### src/rtl/ccr_pkg.sv
// Constants shared by the core clock and rate control block.
// Assumes a 20 MHz system clock and byte-wide registers on a 16-bit address.
package ccr_pkg;

   // ----------------------------------------------------------------------
   // Register offsets
   // ----------------------------------------------------------------------
   localparam logic [15:0] ADDR_CLOCK_CONTROL     = 16'h4000;
   localparam logic [15:0] ADDR_PLL_CONTROL       = 16'h4002;
   localparam logic [15:0] ADDR_CONVERTER_CTRL0   = 16'h4017;
   localparam logic [15:0] ADDR_POWER_ENABLE_A    = 16'h4080;
   localparam logic [15:0] ADDR_POWER_ENABLE_B    = 16'h4081;
   localparam logic [15:0] ADDR_ENGINE_FRAME_RATE = 16'h40eb;
   localparam logic [15:0] ADDR_SERIAL_PORT_RATE  = 16'h40f8;

   // ----------------------------------------------------------------------
   // Field positions
   // ----------------------------------------------------------------------
   localparam int BIT_CORE_EN     = 0;
   localparam int BIT_RATE_LO     = 1;
   localparam int BIT_RATE_HI     = 2;
   localparam int BIT_SRC_PLL     = 3;
   localparam int BIT_ADC_OSR64   = 3;
   localparam int BIT_DAC_OSR64   = 4;
   localparam int BIT_MEM_CTRL    = 6;
   localparam int BIT_ENGINE      = 0;
   localparam int BIT_ADC_PWR     = 0;
   localparam int BIT_DAC_PWR     = 1;
   localparam int BIT_PLL_PWR     = 2;
   localparam int BIT_LOCK_STATUS = 1;

   // ----------------------------------------------------------------------
   // Reset values and divider codes
   // ----------------------------------------------------------------------
   localparam logic [7:0] RESET_BYTE      = 8'h00;
   localparam logic [1:0] DIV_BY_FOUR     = 2'h3;
   localparam int         CORE_PER_FS     = 256;
   localparam int         HALF_FS_TICKS   = CORE_PER_FS / 2;
   localparam int         RATE_CNT_W      = 11;

   // Base rate scaling in half-period units, reserved codes fall back to /1
   function automatic logic [3:0] ccr_half_units(input logic [3:0] code);
      logic [3:0] h;
      h = 4'h2;
      case (code)
         4'h0:    h = 4'h2;
         4'h1:    h = 4'hc;
         4'h2:    h = 4'h8;
         4'h3:    h = 4'h6;
         4'h4:    h = 4'h4;
         4'h5:    h = 4'h3;
         4'h6:    h = 4'h1;
         default: h = 4'h2;
      endcase
      return h;
   endfunction : ccr_half_units

endpackage : ccr_pkg

### src/rtl/ccr_rate_if.sv
// Interface between the clock controller and one sample rate divider.
// Assumes both ends run on the same system clock.
interface ccr_rate_if;
   logic       clear;
   logic       core_tick;
   logic [3:0] code;
   logic       rate_tick;

   modport ctrl (output clear, output core_tick, output code, input rate_tick);
   modport div  (input clear, input core_tick, input code, output rate_tick);
endinterface : ccr_rate_if

### src/rtl/ccr_rate_div.sv
// Sample rate divider: one rate tick per programmed number of core ticks.
// Assumes core_tick pulses at most every second system clock.
module ccr_rate_div (
   // System
   input wire logic clk,
   // Link to the controller
   ccr_rate_if.div  rif
);

   localparam int RATE_CNT_W_L = ccr_pkg::RATE_CNT_W;
   logic [RATE_CNT_W_L-1:0] cnt_reg;
   logic [RATE_CNT_W_L-1:0] limit;
   logic                    tick_reg;

   // Period in core ticks, reserved codes land on /1
   assign limit = RATE_CNT_W_L'(ccr_pkg::ccr_half_units(rif.code) * ccr_pkg::HALF_FS_TICKS);

   // Core tick counter and rate pulse
   always_ff @(posedge clk) begin
      if (rif.clear) begin
         cnt_reg  <= '0;
         tick_reg <= 1'b0;
      end else if (rif.core_tick) begin
         if (cnt_reg >= limit - RATE_CNT_W_L'(1)) begin
            cnt_reg  <= '0;
            tick_reg <= 1'b1;
         end else begin
            cnt_reg  <= cnt_reg + RATE_CNT_W_L'(1);
            tick_reg <= 1'b0;
         end
      end else begin
         tick_reg <= 1'b0;
      end
   end

   assign rif.rate_tick = tick_reg;
endmodule : ccr_rate_div

### src/rtl/ccr_clock_ctrl.sv
// Core clock selection, division, gating and sample rate control.
// Assumes clock pins are slow against clk and a byte register port.
module ccr_clock_ctrl (
   // System
   input  wire logic        clk,
   input  wire logic        rst_n,
   // Pins
   input  wire logic        power_down_pin_n,
   input  wire logic        master_clock_input_pin,
   input  wire logic        pll_clock_pin,
   input  wire logic        pll_lock_pin,
   // Register port
   input  wire logic [15:0] reg_addr,
   input  wire logic        reg_wr_en,
   input  wire logic        reg_rd_en,
   input  wire logic [7:0]  reg_wdata,
   output logic      [7:0]  reg_rdata,
   output logic             reg_rvalid,
   // Clocks and rates
   output logic             core_clk_tick,
   output logic             converter_rate_tick,
   output logic             engine_rate_tick,
   output logic             serial_rate_tick,
   // Power and mode
   output logic      [7:0]  power_enable_a,
   output logic      [7:0]  power_enable_b,
   output logic             adc_on,
   output logic             dac_on,
   output logic             pll_on,
   output logic             adc_osr_64,
   output logic             dac_osr_64,
   output logic             device_active
);

   // ----------------------------------------------------------------------
   // Pin synchronisers
   // ----------------------------------------------------------------------
   logic [3:0] pin_s1;
   logic [3:0] pin_s2;
   logic       pdn_ok;
   logic       mclk_lvl;
   logic       pllclk_lvl;
   logic       lock_ok;
   logic       clear;

   // Two flops per pin
   always_ff @(posedge clk) begin
      if (!rst_n) begin
         pin_s1 <= 4'h0;
         pin_s2 <= 4'h0;
      end else begin
         pin_s1 <= {power_down_pin_n, master_clock_input_pin, pll_clock_pin, pll_lock_pin};
         pin_s2 <= pin_s1;
      end
   end

   assign pdn_ok     = pin_s2[3];
   assign mclk_lvl   = pin_s2[2];
   assign pllclk_lvl = pin_s2[1];
   assign lock_ok    = pin_s2[0];
   assign clear      = !rst_n || !pdn_ok;

   // ----------------------------------------------------------------------
   // Registers
   // ----------------------------------------------------------------------
   logic [7:0] clock_control_reg;
   logic [7:0] converter_control_zero_reg;
   logic [7:0] digital_power_enable_a_reg;
   logic [7:0] digital_power_enable_b_reg;
   logic [7:0] engine_frame_rate_reg;
   logic [7:0] serial_port_rate_reg;
   logic       access_open;
   logic       addr_allowed;
   logic       wr_ok;
   logic       core_en;
   logic       src_pll;

   assign core_en      = clock_control_reg[ccr_pkg::BIT_CORE_EN];
   assign src_pll      = clock_control_reg[ccr_pkg::BIT_SRC_PLL];
   assign access_open  = core_en && lock_ok;
   assign addr_allowed = access_open || reg_addr == ccr_pkg::ADDR_CLOCK_CONTROL
                         || reg_addr == ccr_pkg::ADDR_PLL_CONTROL;
   assign wr_ok        = reg_wr_en && addr_allowed;

   // Clock control, source and divider frozen while the core clock runs
   always_ff @(posedge clk) begin
      if (clear) begin
         clock_control_reg <= ccr_pkg::RESET_BYTE;
      end else if (wr_ok && reg_addr == ccr_pkg::ADDR_CLOCK_CONTROL) begin
         clock_control_reg[ccr_pkg::BIT_CORE_EN] <= reg_wdata[ccr_pkg::BIT_CORE_EN];
         if (!core_en) begin
            clock_control_reg[3:1] <= reg_wdata[3:1];
         end
      end
   end

   // Rate and power registers, reachable only once running and locked
   always_ff @(posedge clk) begin
      if (clear) begin
         converter_control_zero_reg <= ccr_pkg::RESET_BYTE;
         digital_power_enable_a_reg <= ccr_pkg::RESET_BYTE;
         digital_power_enable_b_reg <= ccr_pkg::RESET_BYTE;
         engine_frame_rate_reg      <= ccr_pkg::RESET_BYTE;
         serial_port_rate_reg       <= ccr_pkg::RESET_BYTE;
      end else if (wr_ok) begin
         case (reg_addr)
            ccr_pkg::ADDR_CONVERTER_CTRL0:   converter_control_zero_reg <= reg_wdata;
            ccr_pkg::ADDR_POWER_ENABLE_A:    digital_power_enable_a_reg <= reg_wdata;
            ccr_pkg::ADDR_POWER_ENABLE_B:    digital_power_enable_b_reg <= reg_wdata;
            ccr_pkg::ADDR_ENGINE_FRAME_RATE: engine_frame_rate_reg      <= reg_wdata;
            ccr_pkg::ADDR_SERIAL_PORT_RATE:  serial_port_rate_reg       <= reg_wdata;
            default: ;
         endcase
      end
   end

   // Read data, one cycle after the request
   always_ff @(posedge clk) begin
      if (clear) begin
         reg_rdata  <= 8'h00;
         reg_rvalid <= 1'b0;
      end else begin
         reg_rvalid <= reg_rd_en;
         reg_rdata  <= 8'h00;
         if (reg_rd_en && addr_allowed) begin
            case (reg_addr)
               ccr_pkg::ADDR_CLOCK_CONTROL:     reg_rdata <= {4'h0, clock_control_reg[3:0]};
               ccr_pkg::ADDR_PLL_CONTROL:       reg_rdata <= {6'h00, lock_ok, 1'b0};
               ccr_pkg::ADDR_CONVERTER_CTRL0:   reg_rdata <= converter_control_zero_reg;
               ccr_pkg::ADDR_POWER_ENABLE_A:    reg_rdata <= digital_power_enable_a_reg;
               ccr_pkg::ADDR_POWER_ENABLE_B:    reg_rdata <= digital_power_enable_b_reg;
               ccr_pkg::ADDR_ENGINE_FRAME_RATE: reg_rdata <= {4'h0, engine_frame_rate_reg[3:0]};
               ccr_pkg::ADDR_SERIAL_PORT_RATE:  reg_rdata <= {5'h00, serial_port_rate_reg[2:0]};
               default:                         reg_rdata <= 8'h00;
            endcase
         end
      end
   end

   // ----------------------------------------------------------------------
   // Core clock divider
   // ----------------------------------------------------------------------
   logic       src_lvl;
   logic       src_d_reg;
   logic       src_rise;
   logic [1:0] div_val;
   logic [1:0] div_cnt_reg;
   logic       tick_reg;

   assign src_lvl  = src_pll ? pllclk_lvl : mclk_lvl;
   assign src_rise = src_lvl && !src_d_reg;
   assign div_val  = src_pll ? ccr_pkg::DIV_BY_FOUR
                             : clock_control_reg[ccr_pkg::BIT_RATE_HI:ccr_pkg::BIT_RATE_LO];

   // Divide source edges down to 256 x base rate, gated by enable
   always_ff @(posedge clk) begin
      if (clear) begin
         src_d_reg   <= 1'b0;
         div_cnt_reg <= 2'h0;
         tick_reg    <= 1'b0;
      end else begin
         src_d_reg <= src_lvl;
         tick_reg  <= 1'b0;
         if (!core_en) begin
            div_cnt_reg <= 2'h0;
         end else if (src_rise) begin
            if (div_cnt_reg >= div_val) begin
               div_cnt_reg <= 2'h0;
               tick_reg    <= 1'b1;
            end else begin
               div_cnt_reg <= div_cnt_reg + 2'h1;
            end
         end
      end
   end

   assign core_clk_tick = tick_reg;

   // ----------------------------------------------------------------------
   // Sample rate dividers, all fed by the core tick
   // ----------------------------------------------------------------------
   ccr_rate_if rate_link [3] ();
   logic [3:0] rate_code [3];
   logic [2:0] rate_tick_q;

   assign rate_code[0] = {1'b0, converter_control_zero_reg[2:0]};
   assign rate_code[1] = engine_frame_rate_reg[3:0];
   assign rate_code[2] = {1'b0, serial_port_rate_reg[2:0]};

   for (genvar g = 0; g < 3; g++) begin : g_rate
      assign rate_link[g].clear     = clear || !core_en;
      assign rate_link[g].core_tick = tick_reg;
      assign rate_link[g].code      = rate_code[g];
      assign rate_tick_q[g]         = rate_link[g].rate_tick;
      ccr_rate_div u_div (
         .clk (clk),
         .rif (rate_link[g])
      );
   end

   assign converter_rate_tick = rate_tick_q[0];
   assign engine_rate_tick    = rate_tick_q[1];
   assign serial_rate_tick    = rate_tick_q[2];

   // ----------------------------------------------------------------------
   // Power and mode outputs
   // ----------------------------------------------------------------------
   // Converters and power enables run only when enabled and the core clock runs; PLL runs until its power bit is set
   always_ff @(posedge clk) begin
      if (clear) begin
         power_enable_a <= 8'h00;
         power_enable_b <= 8'h00;
         adc_on         <= 1'b0;
         dac_on         <= 1'b0;
         pll_on         <= 1'b0;
         adc_osr_64     <= 1'b0;
         dac_osr_64     <= 1'b0;
         device_active  <= 1'b0;
      end else begin
         power_enable_a <= core_en ? digital_power_enable_a_reg : 8'h00;
         power_enable_b <= core_en ? digital_power_enable_b_reg : 8'h00;
         adc_on  <= core_en && digital_power_enable_b_reg[ccr_pkg::BIT_ADC_PWR];
         dac_on  <= core_en && digital_power_enable_b_reg[ccr_pkg::BIT_DAC_PWR];
         pll_on  <= !digital_power_enable_b_reg[ccr_pkg::BIT_PLL_PWR];
         adc_osr_64 <= converter_control_zero_reg[ccr_pkg::BIT_ADC_OSR64];
         dac_osr_64 <= converter_control_zero_reg[ccr_pkg::BIT_DAC_OSR64];
         // Running once the core clock runs locked and the memory controller and engine are enabled
         device_active <= access_open
                          && digital_power_enable_a_reg[ccr_pkg::BIT_MEM_CTRL]
                          && digital_power_enable_a_reg[ccr_pkg::BIT_ENGINE];
      end
   end
endmodule : ccr_clock_ctrl

### config.mk
export PLATFORM = sky130hd
export DESIGN_NAME = ccr_clock_ctrl
export DESIGN_NICKNAME = d
export VERILOG_FILES = /design/src/rtl/ccr_pkg.sv /design/src/rtl/ccr_rate_if.sv /design/src/rtl/ccr_rate_div.sv /design/src/rtl/ccr_clock_ctrl.sv
export SDC_FILE = /design/constraint.sdc
export NUM_CORES = 1
export LEC_CHECK = 0
export BUFFER_PORTS_ARGS = -buffer_cell sky130_fd_sc_hd__buf_2
export CORE_UTILIZATION = 40
export CTS_BUF_LIST = sky130_fd_sc_hd__clkbuf_4 sky130_fd_sc_hd__clkbuf_8
export DETAILED_ROUTE_END_ITERATION = 6
export MAX_ROUTING_LAYER = met4
export PLACE_DENSITY = 0.64
export SYNTH_ARGS = -nofsm -noshare
export SYNTH_HDL_FRONTEND = slang
export SYNTH_SLANG_ARGS = --single-unit
### constraint.sdc
create_clock -name clk -period 4.6 [get_ports clk]
set_input_delay 0.46 -clock clk [delete_from_list [all_inputs] [get_ports clk]]
set_output_delay 0.46 -clock clk [all_outputs]
set_load 0.05 [all_outputs]
==> results of run 1 <==
synthesized netlist by cell type, types with 3 or more instances:
| library cell | n | share of area [%] |
|---|---|---|
| ha_1 | 20 | 5.0 |
| nor2_1 | 86 | 6.4 |
| inv_1 | 6 | 0.45 |
| clkbuf_1 | 19 | 1.4 |
| mux2_2 | 7 | 1.6 |
| or4_1 | 4 | 0.60 |
| xor2_1 | 26 | 4.5 |
| and2_1 | 28 | 3.5 |
| and3_1 | 13 | 1.6 |
| nor2b_1 | 3 | 0.37 |
| mux2i_1 | 42 | 8.4 |
| nor4_2 | 3 | 0.75 |
| a21oi_1 | 10 | 1.0 |
| xnor2_1 | 14 | 2.4 |
| a21o_1 | 4 | 0.60 |
| nor4_1 | 5 | 0.62 |
| buf_2 | 5 | 0.50 |
| nor3_1 | 15 | 1.5 |
| dfxtp_1 | 114 | 46 |
| a22oi_1 | 9 | 1.3 |
| nand4_1 | 14 | 1.7 |
| nand2_1 | 24 | 1.8 |
| or2_2 | 3 | 0.37 |
| nand3_1 | 13 | 1.3 |
per-stage QoR:
stage	hold slack, ps	instance area [sq um]	util, %	instances
finish	230	5880	48.6	765
global route	217	5880	48.6	765
CTS	205	5880	48.6	765
detailed placement	419	5460	45.1	733
global placement	415	5460	45.1	733
floorplan	412	5010	-	523
layer usage:
| metal | vias to the layer above | wire (um) | global-route usage (%) |
|---|---|---|---|
| met5 | - | 0 | - |
| met4 | 0 | 228 | 8.14 |
| met3 | 19 | 545 | 4.99 |
| met2 | 97 | 4900 | 28.0 |
| met1 | 1819 | 5120 | 23.3 |
| li1 | 1942 | - | - |
area by class of cell:
cell class              instances  area (sq um)  area share, %
clock buffers                  20           263           4.47
clock inverters                12           158           2.68
inverters                       6          22.5          0.383
multi-input cells             377          2600           44.2
flip-flops and latches        114          2280           38.8
well taps                     168           210           3.57
repair buffers                 68           345           5.87
power by group through the flow:
stage | combinational, uW | clock (uW) | sequential, uW
6_report | 46.9 | 980 | 992
5_1_grt | 50.9 | 1050 | 992
4_1_cts | 46.7 | 1000 | 992
3_5_place_dp | 46.4 | 0 | 1010
3_3_place_gp | 45.3 | 0 | 1010
2_1_floorplan | 20.5 | 0 | 1020
logic make-up (layout without fill, tap and decap cells):
kind of cell	Yosys count	in the layout	synth area share [%]
and+or+nand+nor	225	225	23.4
DFF	114	114	45.5
muxes	49	49	9.96
AOI/OAI and AO/OA	43	43	6.49
xor gates and xnor gates	40	40	6.99
buffers and inverters	32	106	2.60
adders and majority gates	20	20	4.99
layout by cell type, fill, tap and decap left out, types with 3 or more instances in the layout:
| master | instances |
|---|---|
| mux2i_1 | 42 |
| a21oi_1 | 10 |
| xor2_1 | 26 |
| or2_2 | 3 |
| inv_1 | 6 |
| nand4_1 | 14 |
| xnor2_1 | 14 |
| nor3_1 | 15 |
| clkinv_4 | 3 |
| and3_1 | 13 |
| clkbuf_8 | 18 |
| mux2_2 | 7 |
| bufinv_16 | 3 |
| nor2_1 | 86 |
| and2_1 | 28 |
| a22oi_1 | 9 |
| nor4_2 | 3 |
| buf_2 | 66 |
| nand2_1 | 24 |
| clkinvlp_4 | 3 |
| or4_1 | 4 |
| ha_1 | 20 |
| a21o_1 | 4 |
| nor4_1 | 5 |
| nor2b_1 | 3 |
| nand3_1 | 13 |
| dfxtp_1 | 114 |
path summary, 6_finish.rpt:
check,start,to,slack (ps),cells after the start
worst min register to register,pin_s1[1],pin_s2[1],430,1
worst max register to register,converter_control_zero_reg[0],g_rate[0].u_div.cnt_reg[10],2030,9
worst max-delay path,converter_control_zero_reg[0],g_rate[0].u_div.cnt_reg[10],2030,9
worst min-delay path,power_down_pin_n,pin_s1[3],230,2
==> metrics.md, run 1 <==
| Metric | Value |
|---|---|
| Post-CTS Setup Repair Bufs | `0` |
| Sequential share of the synthesized area | `between 40 and 50%` |
| Flop pwr share | `49.1%` |
| HPWL after detailed placement | `just under 8000 um` |
| RePlAce Congestion | `slightly above 0.8` |
| Comb power frac | `between 2 and 2.5%` |
| RSZ-0062 raised after global routing | `false` |
| Min-Delay Path Class | `in -> reg` |
| Final WL | `approximately 11000 um` |
| CTS tree | `built` |
| Largest net degree at the start of global routing | `38` |
| #FFs+latches synth | `~110` |
| DIE HEIGHT | `114 um` |
| Crit. End Element | `flop` |
| # fillers | `around 1200` |
| Pint | `~1600 uW` |
| Setup TNS Final | `0 ps` |
| Fin crit share | `a little under three fifths` |
| CTS max path bufs | `2` |
| Core Area | `between 0.01 and 0.015 sq mm` |
| Synth async-reset ratio | `0%` |
| Setup Skew | `12.6 ps` |
| Die Area | `0.0130 sq mm` |
| DRC errors left | `0` |
| Startpoint types | `flop` |
| Post-CTS sizing | `0` |
| Hold Buf Count CTS | `0` |
| Clk slew on worst S/H paths | `~70 ps` |
| Max VDD drop | `between 150 and 200 uV` |
| Critical Path Fanout Max | `11` |
| Final Setup Violations | `0` |
| Slowest library cell on the worst path | `dfxtp_1` |
| Clk sinks | `roughly 110` |
| Input/output buffers | `between 60 and 70` |
| Avg Cell Area, Syn | `9.58 sq um` |
| Clock Power Share | `between 40 and 50%` |
| Unique masters post-synth | `50` |
| Worst slew margin | `43.0%` |
| Routed WL per cell | `between 10 and 15 um` |
| Max Slew Vio Count | `0` |
| Max-capacitance violation count | `0` |
| Final net count | `between 600 and 700` |
| CP arrival | `about 2900 ps` |
| Delay-heaviest family, CP | `compound AO/OA/AOI/OAI gates` |
| DIE WIDTH | `114 um` |
| Area grow syn2layout | `17.3%` |
| Row count | `40` |
| Status | `finished clean` |
| IO Count | `67` |
| GR Overflow Total | `0` |
| Initial Utilization | `between 40% and 50%` |
| Hold Fails Final Rpt | `0` |
| DR pass1 iterations | `5` |
| Final worst slack | `between 2000 and 2500 ps` |
| Ys flop type | `dfxtp_1` |
| Critical path class | `reg -> reg` |
| Leakage dissipation | `about 0.0024 uW` |
| Via count | `3877` |
| Crit path time final | `2570 ps` |
| Antenna violations before repair | `0` |
| Max reg flops | `33` |
| Vias per cell | `5.07` |
| CP required | `slightly below 5000 ps` |
| Yosys Warn Count | `0` |
| Synth Net Count | `575` |
| CP most frequent cell | `ha_1` |
| Buf/Inv on CP | `0` |
| Number of synthesized flops with an enable pin | `0` |
| Number of global-route vias before repair | `~3800` |
| Antenna diode count | `0` |
| Clk_lat worst skew | `440 ps` |
| Number of buffers created by CTS | `17` |
| Maximum clock frequency | `388 MHz` |
| Pre-CTS WS | `roughly 1700 ps` |
| Clock root cell | `clkbuf_8` |
| Drt initial violations | `between 200 and 300` |
| Crit-path cells | `xor2_1 -> nand2_1 -> ha_1 -> ha_1 -> nand3_1 -> o31ai_1 -> nand4_1 -> o211ai_1 -> nor2_1` |
| Worst path max stage delay | `470 ps` |
| Mapped Cells | `between 500 and 600` |
| Worst-Margin Slew | `854 ps` |
| First-pass GRT wire length | `about 18000 um` |
| Routed Antenna Nets | `0` |
| P per Cell Area | `343 mW/mm^2` |
| Pwr Total | `2020 uW` |
| Mapped Area | `roughly 0.0050 sq mm` |
| Ratio of cells with drive above 1 in the final layout | `19.8%` |
| Switching Power | `between 400 and 500 uW` |
| Sw Ratio | `between 20% and 30%` |
| H-tree depth | `4` |
| Gr usage total | `approximately 19%` |
No activity file was read; power rests on OpenSTA's default activity.
==> inputs of run 2 (changes only) <==
- clock period: 4.6 -> 2.4 ns (I/O delays scaled with it)
==> run 2 against run 1 <==
  * Final cell count up 3.0%
  * Design area grew 4.3%
  * Critical path type unchanged
  * Die area is the same
  * Total power rose by 82%
  * Clock skew fell by 1.8 ps
  * Via count is 2.8% higher
  * Core utilization grew 2.1 points
  * Fmax is 13% higher
==> metrics.md, run 2 (synthesized netlist as in run 1, its figures left out) <==
| Metric | Value |
|---|---|
| Worst slew margin | `57.7% (+15 points)` |
| Sw Ratio | `23.1% (+0.89 points)` |
| Clk slew on worst S/H paths | `70 ps (about the same)` |
| Critical Path Fanout Max | `6 (-5)` |
| Crit path launch | `serial_port_rate_reg[0]` |
| Via count | `3987 (+2.8%)` |
| Worst-Margin Slew | `632 ps (-222 ps)` |
| Clock Power Share | `45.8% (-2.7 points)` |
| Antenna diode count | `0 (unchanged)` |
| Fin crit share | `95.0% (+39 points)` |
| Area grow syn2layout | `22.4%` |
| DR pass1 iterations | `5 (unchanged)` |
| Number of buffers created by CTS | `17 (unchanged)` |
| Post-route cell area | `0.00613 sq mm (+4.3%)` |
| Final WL | `11000 um (+2.0%)` |
| Input/output buffers | `66 (unchanged)` |
| Max VDD drop | `309 uV (+110%)` |
| Clk_lat worst skew | `440 ps (about the same)` |
| Clk sinks | `114 (unchanged)` |
| Min-delay src | `reg_wdata[7]` |
| CTS tree | `built` |
| Final net count | `659 (+3.6%)` |
| Max reg flops | `33 (unchanged)` |
| Switching Power | `849 uW (+90%)` |
| Comb power frac | `2.6% (+0.3 points)` |
| Vias per cell | `5.06 (-0.16%)` |
| P per Cell Area | `600 mW/mm^2 (+75%)` |
| Antenna violations before repair | `0 (unchanged)` |
| RePlAce Congestion | `0.826 (+0.66%)` |
| RSZ-0062 raised after global routing | `true` |
| Row count | `40 (unchanged)` |
| Initial Utilization | `41.4% (unchanged)` |
| Pint | `2830 uW (+80%)` |
| DIE HEIGHT | `114 um (unchanged)` |
| Flop pwr share | `51.6% (+2.5 points)` |
| Largest net degree at the start of global routing | `38 (unchanged)` |
| Gr usage total | `18.8% (+0.29 points)` |
| Critical path class | `reg -> reg` |
| Leakage dissipation | `0.00247 uW (+4.4%)` |
| Max-capacitance violation count | `0 (unchanged)` |
| R2r worst-path depth | `9 (unchanged)` |
| DIE WIDTH | `114 um (unchanged)` |
| CP required | `2750 ps (-2140 ps)` |
| Routed Antenna Nets | `0 (unchanged)` |
| Min-Delay Path Class | `in -> reg` |
| Crit. End Element | `flop` |
| Maximum clock frequency | `439 MHz (+13%)` |
| Status | `finished clean` |
| Drt initial violations | `237 (-9.5%)` |
| Setup Skew | `10.8 ps (-1.82 ps)` |
| Crit path time final | `2280 ps (-295 ps)` |
| IO Count | `67 (unchanged)` |
| Startpoint types | `flop` |
| CTS max path bufs | `2 (unchanged)` |
| Max Slew Vio Count | `0 (unchanged)` |
| Hold WS | `82.7 ps (-147 ps)` |
| First-pass GRT wire length | `18400 um (+1.1%)` |
| Ratio of cells with drive above 1 in the final layout | `25.2% (+5.4 points)` |
| H-tree depth | `4 (unchanged)` |
| HPWL after detailed placement | `7860 um (+0.82%)` |
| Core Area | `0.0121 sq mm (unchanged)` |
| Commonest non-fill, non-tap cell in the layout | `dfxtp_1` |
| GR Overflow Total | `0 (unchanged)` |
| Routed WL per cell | `14.0 um (-0.96%)` |
| FF-to-FF Start | `serial_port_rate_reg[0]` |
| Final Setup Violations | `0 (unchanged)` |
| Die Area | `0.0130 sq mm (unchanged)` |
| Number of global-route vias before repair | `3822 (+1.8%)` |
| Pwr Total | `3680 uW (+82%)` |
| CP arrival | `2640 ps (-220 ps)` |
| Clock root cell | `clkbuf_8` |
| DRC errors left | `0 (unchanged)` |
| Most frequent cells in the layout | `dfxtp_1 (108), nor2_1 (84), buf_2 (66), mux2i_1 (42), and2_1 (28)` |
| # fillers | `1166 (-3.4%)` |
| Setup TNS Final | `0 ps (unchanged)` |
| Hold depth | `3 (+1)` |
| Placed cell areas | `0.00561 sq mm (+2.8%)` |
| Hold Fails Final Rpt | `0 (unchanged)` |
==> run 2: cell count changes in the layout (fill, tap and decap cells not counted), sizes merged <==
cell         before  now
o31a              1    2
clkinvlp          3    5
clkinv            5    4
bufinv            3    1
inv               7    8
buf              68   86
dlygate4sd3       0    4
==> run 2: cell type report <==
| type | instances | area, sq um | share of cell area (%) |
|---|---|---|---|
| Clock inverter | 12 | 105 | 1.71 |
| Timing Repair Buffer | 90 | 546 | 8.89 |
| Inverter | 6 | 22.5 | 0.367 |
| Tap cell | 168 | 210 | 3.43 |
| Sequential cell | 114 | 2300 | 37.4 |
| Clock buffer | 20 | 275 | 4.49 |
| Multi-Input combinational cell | 378 | 2680 | 43.7 |
==> run 2: metrics by stage <==
step,std cells,util [%],setup slack [ps]
finish,788,50.7,120
global route,788,50.7,-26.1
CTS,786,49.8,12.5
detailed placement,750,46.3,29.0
global placement,750,46.3,91.5
floorplan,523,-,8.88
==> run 2: routing by layer <==
metal  GRT usage (%)  vias to the layer above  wire length, um
met5               -                        -                0
met4            7.10                        0              133
met3            5.37                       14              518
met2            27.8                       98             5050
met1            24.4                     1876             5310
li1                -                     1999                -
==> run 2: path summary, 6_finish.rpt <==
path | slack, ps | endpoint
worst max-delay path | 120 | g_rate[2].u_div.cnt_reg[2]
worst min-delay path | 80 | converter_control_zero_reg[7]
worst max register to register | 120 | g_rate[2].u_div.cnt_reg[2]
worst min register to register | 440 | pin_s2[3]
==> run 2: what timing repair did <==
item,CTS,global route
gates cloned,0,1
buffers inserted,0,1
setup endpoints to repair,5,32
hold endpoints to repair,4,0
hold buffers,4,0
pin swaps,0,10
gates resized for setup,2,23
==> run 2: critical path, cell delays in order, from the launching register on <==
cell and delay [ps]:
dfxtp_4 360, buf_4 140, xnor2_1 120, ha_1 300, ha_1 290, a21o_1 160, a21oi_1 160, nor2b_2 80
o31a_4 410, nor3_2 160
==> run 2: power groups by stage <==
stage	registers [uW]	logic (uW)	clock network, uW
detailed placement	1940	90.4	0
global placement	1940	88.5	0
finish	1900	95.8	1690
floorplan	1950	39.3	0
global route	1900	105	1840
CTS	1900	95.6	1740
==> inputs of run 3 (changes only) <==
- MAX_ROUTING_LAYER: met4 -> not set
- SYNTH_HIERARCHICAL: not set -> 1
==> run 3 against run 2 <==
  * Register-to-register slack about the same
  * Via count up 4.1%
  * Core utilization is 1.0 points lower
  * Fmax is 0.22% higher
  * First-iteration DRC count shrank 23%
  * Flip-flop and latch count unchanged
  * Global-route usage rose by 0.10 points
  * Largest power group unchanged
==> metrics.md, run 3 <==
| Metric | Value |
|---|---|
| Status | `finished clean` |
| Clk slew on worst S/H paths | `70 ps (about the same)` |
| HPWL after detailed placement | `8240 um (+4.9%)` |
| Number of synthesized flops with an enable pin | `0 (unchanged)` |
| Crit. End Element | `flop` |
| Leakage dissipation | `0.00258 uW (+4.3%)` |
| Final WL | `12100 um (+9.7%)` |
| Final net count | `682 (+3.5%)` |
| Commonest non-fill, non-tap cell in the layout | `dfxtp_1` |
| Min-Delay Path Class | `in -> reg` |
| Number of buffers created by CTS | `17 (unchanged)` |
| H-tree depth | `4 (unchanged)` |
| GR Overflow Total | `0 (unchanged)` |
| Mapped Area | `0.00517 sq mm (+3.2%)` |
| Max Slew Vio Count | `0 (unchanged)` |
| DIE HEIGHT | `116 um (+1.6%)` |
| Top cells by count, synth | `dfxtp_1 (114), nor2_1 (91), nand2_1 (37)` |
| Buf/Inv on CP | `0 (-1)` |
| Critical path class | `reg -> reg` |
| Mapped Cells | `538 (+2.9%)` |
| CP required | `2710 ps (-40 ps)` |
| CTS max path bufs | `2 (unchanged)` |
| Sequential share of the synthesized area | `44.1% (-1.4 points)` |
| Unique masters post-synth | `51 (+2.0%)` |
| Routed WL per cell | `14.8 um (+6.2%)` |
| Area grow syn2layout | `21.0%` |
| Final Setup Violations | `0 (unchanged)` |
| CP arrival | `2580 ps (-60 ps)` |
| Sw Ratio | `21.6% (-1.5 points)` |
| Initial Utilization | `41.0% (-0.38 points)` |
| Worst path max stage delay | `360 ps (-50 ps)` |
| Core Area | `0.0126 sq mm (+4.2%)` |
| DRC errors left | `0 (unchanged)` |
| Cell taking the most area after synthesis | `dfxtp_1` |
| CTS tree | `built` |
| Clock root cell | `clkbuf_8` |
| Ys flop type | `dfxtp_1` |
| Hold Fails Final Rpt | `0 (unchanged)` |
| Antenna violations before repair | `0 (unchanged)` |
| Post-route cell area | `0.00626 sq mm (+2.1%)` |
| Delay-heaviest family, CP | `simple AND/OR/NAND/NOR gates` |
| Most frequent cells in the layout | `dfxtp_1 (109), nor2_1 (87), buf_2 (66), nand2_1 (37), mux2i_1 (35)` |
| RePlAce Congestion | `0.805 (-2.5%)` |
| Crit path time final | `2280 ps (-5.06 ps)` |
| Top-count cell post-synth | `dfxtp_1` |
| Max reg flops | `33 (unchanged)` |
| Clock Power Share | `47.9% (+2.1 points)` |
| Max-capacitance violation count | `0 (unchanged)` |
| Ratio of cells with drive above 1 in the final layout | `24.8% (-0.39 points)` |
| Slowest library cell on the worst path | `dfxtp_2` |
| Drt initial violations | `183 (-23%)` |
| IO Count | `67 (unchanged)` |
| DR pass1 iterations | `5 (unchanged)` |
| DIE WIDTH | `116 um (+1.6%)` |
| Setup Skew | `20.7 ps (+9.96 ps)` |
| Flop pwr share | `49.4% (-2.2 points)` |
| Maximum clock frequency | `439 MHz (+0.22%)` |
| Vias per cell | `5.10 (+0.79%)` |
| Via count | `4151 (+4.1%)` |
| Startpoint types | `flop` |
| Critical Path Fanout Max | `5 (-1)` |
| Die Area | `0.0134 sq mm (+3.2%)` |
| Synth async-reset ratio | `0% (unchanged)` |
| R2r worst-path depth | `10 (+1)` |
| First-pass GRT wire length | `19200 um (+4.6%)` |
| Yosys Warn Count | `6 (+6)` |
| Pint | `3020 uW (+6.5%)` |
| Gr usage total | `18.9% (+0.10 points)` |
| Clk_lat worst skew | `440 ps (about the same)` |
| Worst slew margin | `39.1% (-19 points)` |
| #FFs+latches synth | `114 (unchanged)` |
| Post-CTS Setup Repair Bufs | `0 (unchanged)` |
| Input/output buffers | `66 (unchanged)` |
| Crit-path cells | `nor2_2 -> xor2_1 -> nor2_1 -> ha_1 -> xnor2_1 -> ha_1 -> nand3_2 -> nor4_4 -> o31a_1 -> nor2_1` |
| Switching Power | `830 uW (-2.2%)` |
| P per Cell Area | `614 mW/mm^2 (+2.4%)` |
| Number of global-route vias before repair | `4005 (+4.8%)` |
| Comb power frac | `2.7% (about the same)` |
| Row count | `41 (+2.5%)` |
| Top cells by area, synth | `dfxtp_1 (44%), mux2i_1 (6.8%), nor2_1 (6.6%)` |
| Routed Antenna Nets | `0 (unchanged)` |
| Antenna diode count | `0 (unchanged)` |
| Max VDD drop | `394 uV (+28%)` |
| Hold depth | `3 (unchanged)` |
| Worst-Margin Slew | `911 ps (+278 ps)` |
| Pwr Total | `3850 uW (+4.5%)` |
| Area fraction of the dominant cell type after synthesis | `44.1% (-1.4 points)` |
| Avg Cell Area, Syn | `9.62 sq um (+0.37%)` |
| Clk sinks | `114 (unchanged)` |
| Largest net degree at the start of global routing | `37 (-2.6%)` |
| Placed cell areas | `0.00571 sq mm (+1.8%)` |
| Levels on crit path | `10 (+1)` |
| Fin crit share | `94.8% (-0.21 points)` |
[run 3: changes by cell type after synthesis, sizes merged, moves of 8 or more]
cell,before,now
and2,28,12
and3,13,27
nand2,24,37
o21ai,2,12
xnor2,14,22
[run 3: power groups by stage]
stage                     Sequential, uW  Combinational [uW]  Clock [uW]
after floorplan                     1950                42.7           0
after global placement              1940                94.6           0
after detailed placement            1940                96.6           0
after CTS                           1900                 102        1890
after global routing                1900                 112        1980
final                               1900                 103        1840
[run 3: logic make-up after synthesis]
logic type	synth area share, %
compound gates	7.42
xor+xnor	6.94
fa+ha+maj	4.84
buf+inv	3.43
flops	44.1
mux	6.77
other cells	0.0725
simple gates	26.4
[run 3: area by class of cell]
type | count | area [sq um]
Fill cell | 1190 | 6360
Tap cell | 172 | 215
Timing Repair Buffer | 84 | 475
Clock buffer | 21 | 270
Inverter | 10 | 37.5
Multi-Input combinational cell | 403 | 2840
Sequential cell | 114 | 2290
Clock inverter | 10 | 135
[run 3: worst min-delay path: stages]
cell and delay, ps:
buf_2 120, nand2_1 70, o21ai_2 40
[run 3: final timing paths]
check                                                     end  slack [ps]                           from
worst min register to register                      pin_s2[2]         430                      pin_s1[2]
worst max-delay path               g_rate[0].u_div/cnt_reg[8]         120  converter_control_zero_reg[2]
worst max register to register     g_rate[0].u_div/cnt_reg[8]         120  converter_control_zero_reg[2]
worst min-delay path            converter_control_zero_reg[7]          70                   reg_wdata[7]
[run 3: repair_timing]
| action | in CTS | in global routing |
|---|---|---|
| setup endpoints to repair | 9 | 33 |
| cloned | 0 | 3 |
| resized for setup | 3 | 19 |
| pin swaps | 1 | 10 |
| endpoints found under the hold margin | 4 | 0 |
| hold buffers | 4 | 0 |
[run 3: layer usage]
layer  part of all wire [%]  vias to the layer above  track usage, %
met5                      0                        -               0
met4                    2.1                        0            9.91
met3                    5.1                       21            6.01
met2                     50                      107            32.2
met1                     43                     1942            21.3
li1                       -                     2081               -
[run 3: per-stage QoR]
stage          setup slack (ps)  setup TNS (ps)  hold WS [ps]  std cells  utilization, %
2_1_floorplan               176               0           367        545               -
3_3_place_gp                113               0           414        776            45.3
3_5_place_dp              -5.66           -8.14           421        776            45.3
4_1_cts                    29.8               0          41.7        811            48.8
5_1_grt                   -9.63           -25.6          57.7        814            49.6
6_report                    125               0          74.9        814            49.6
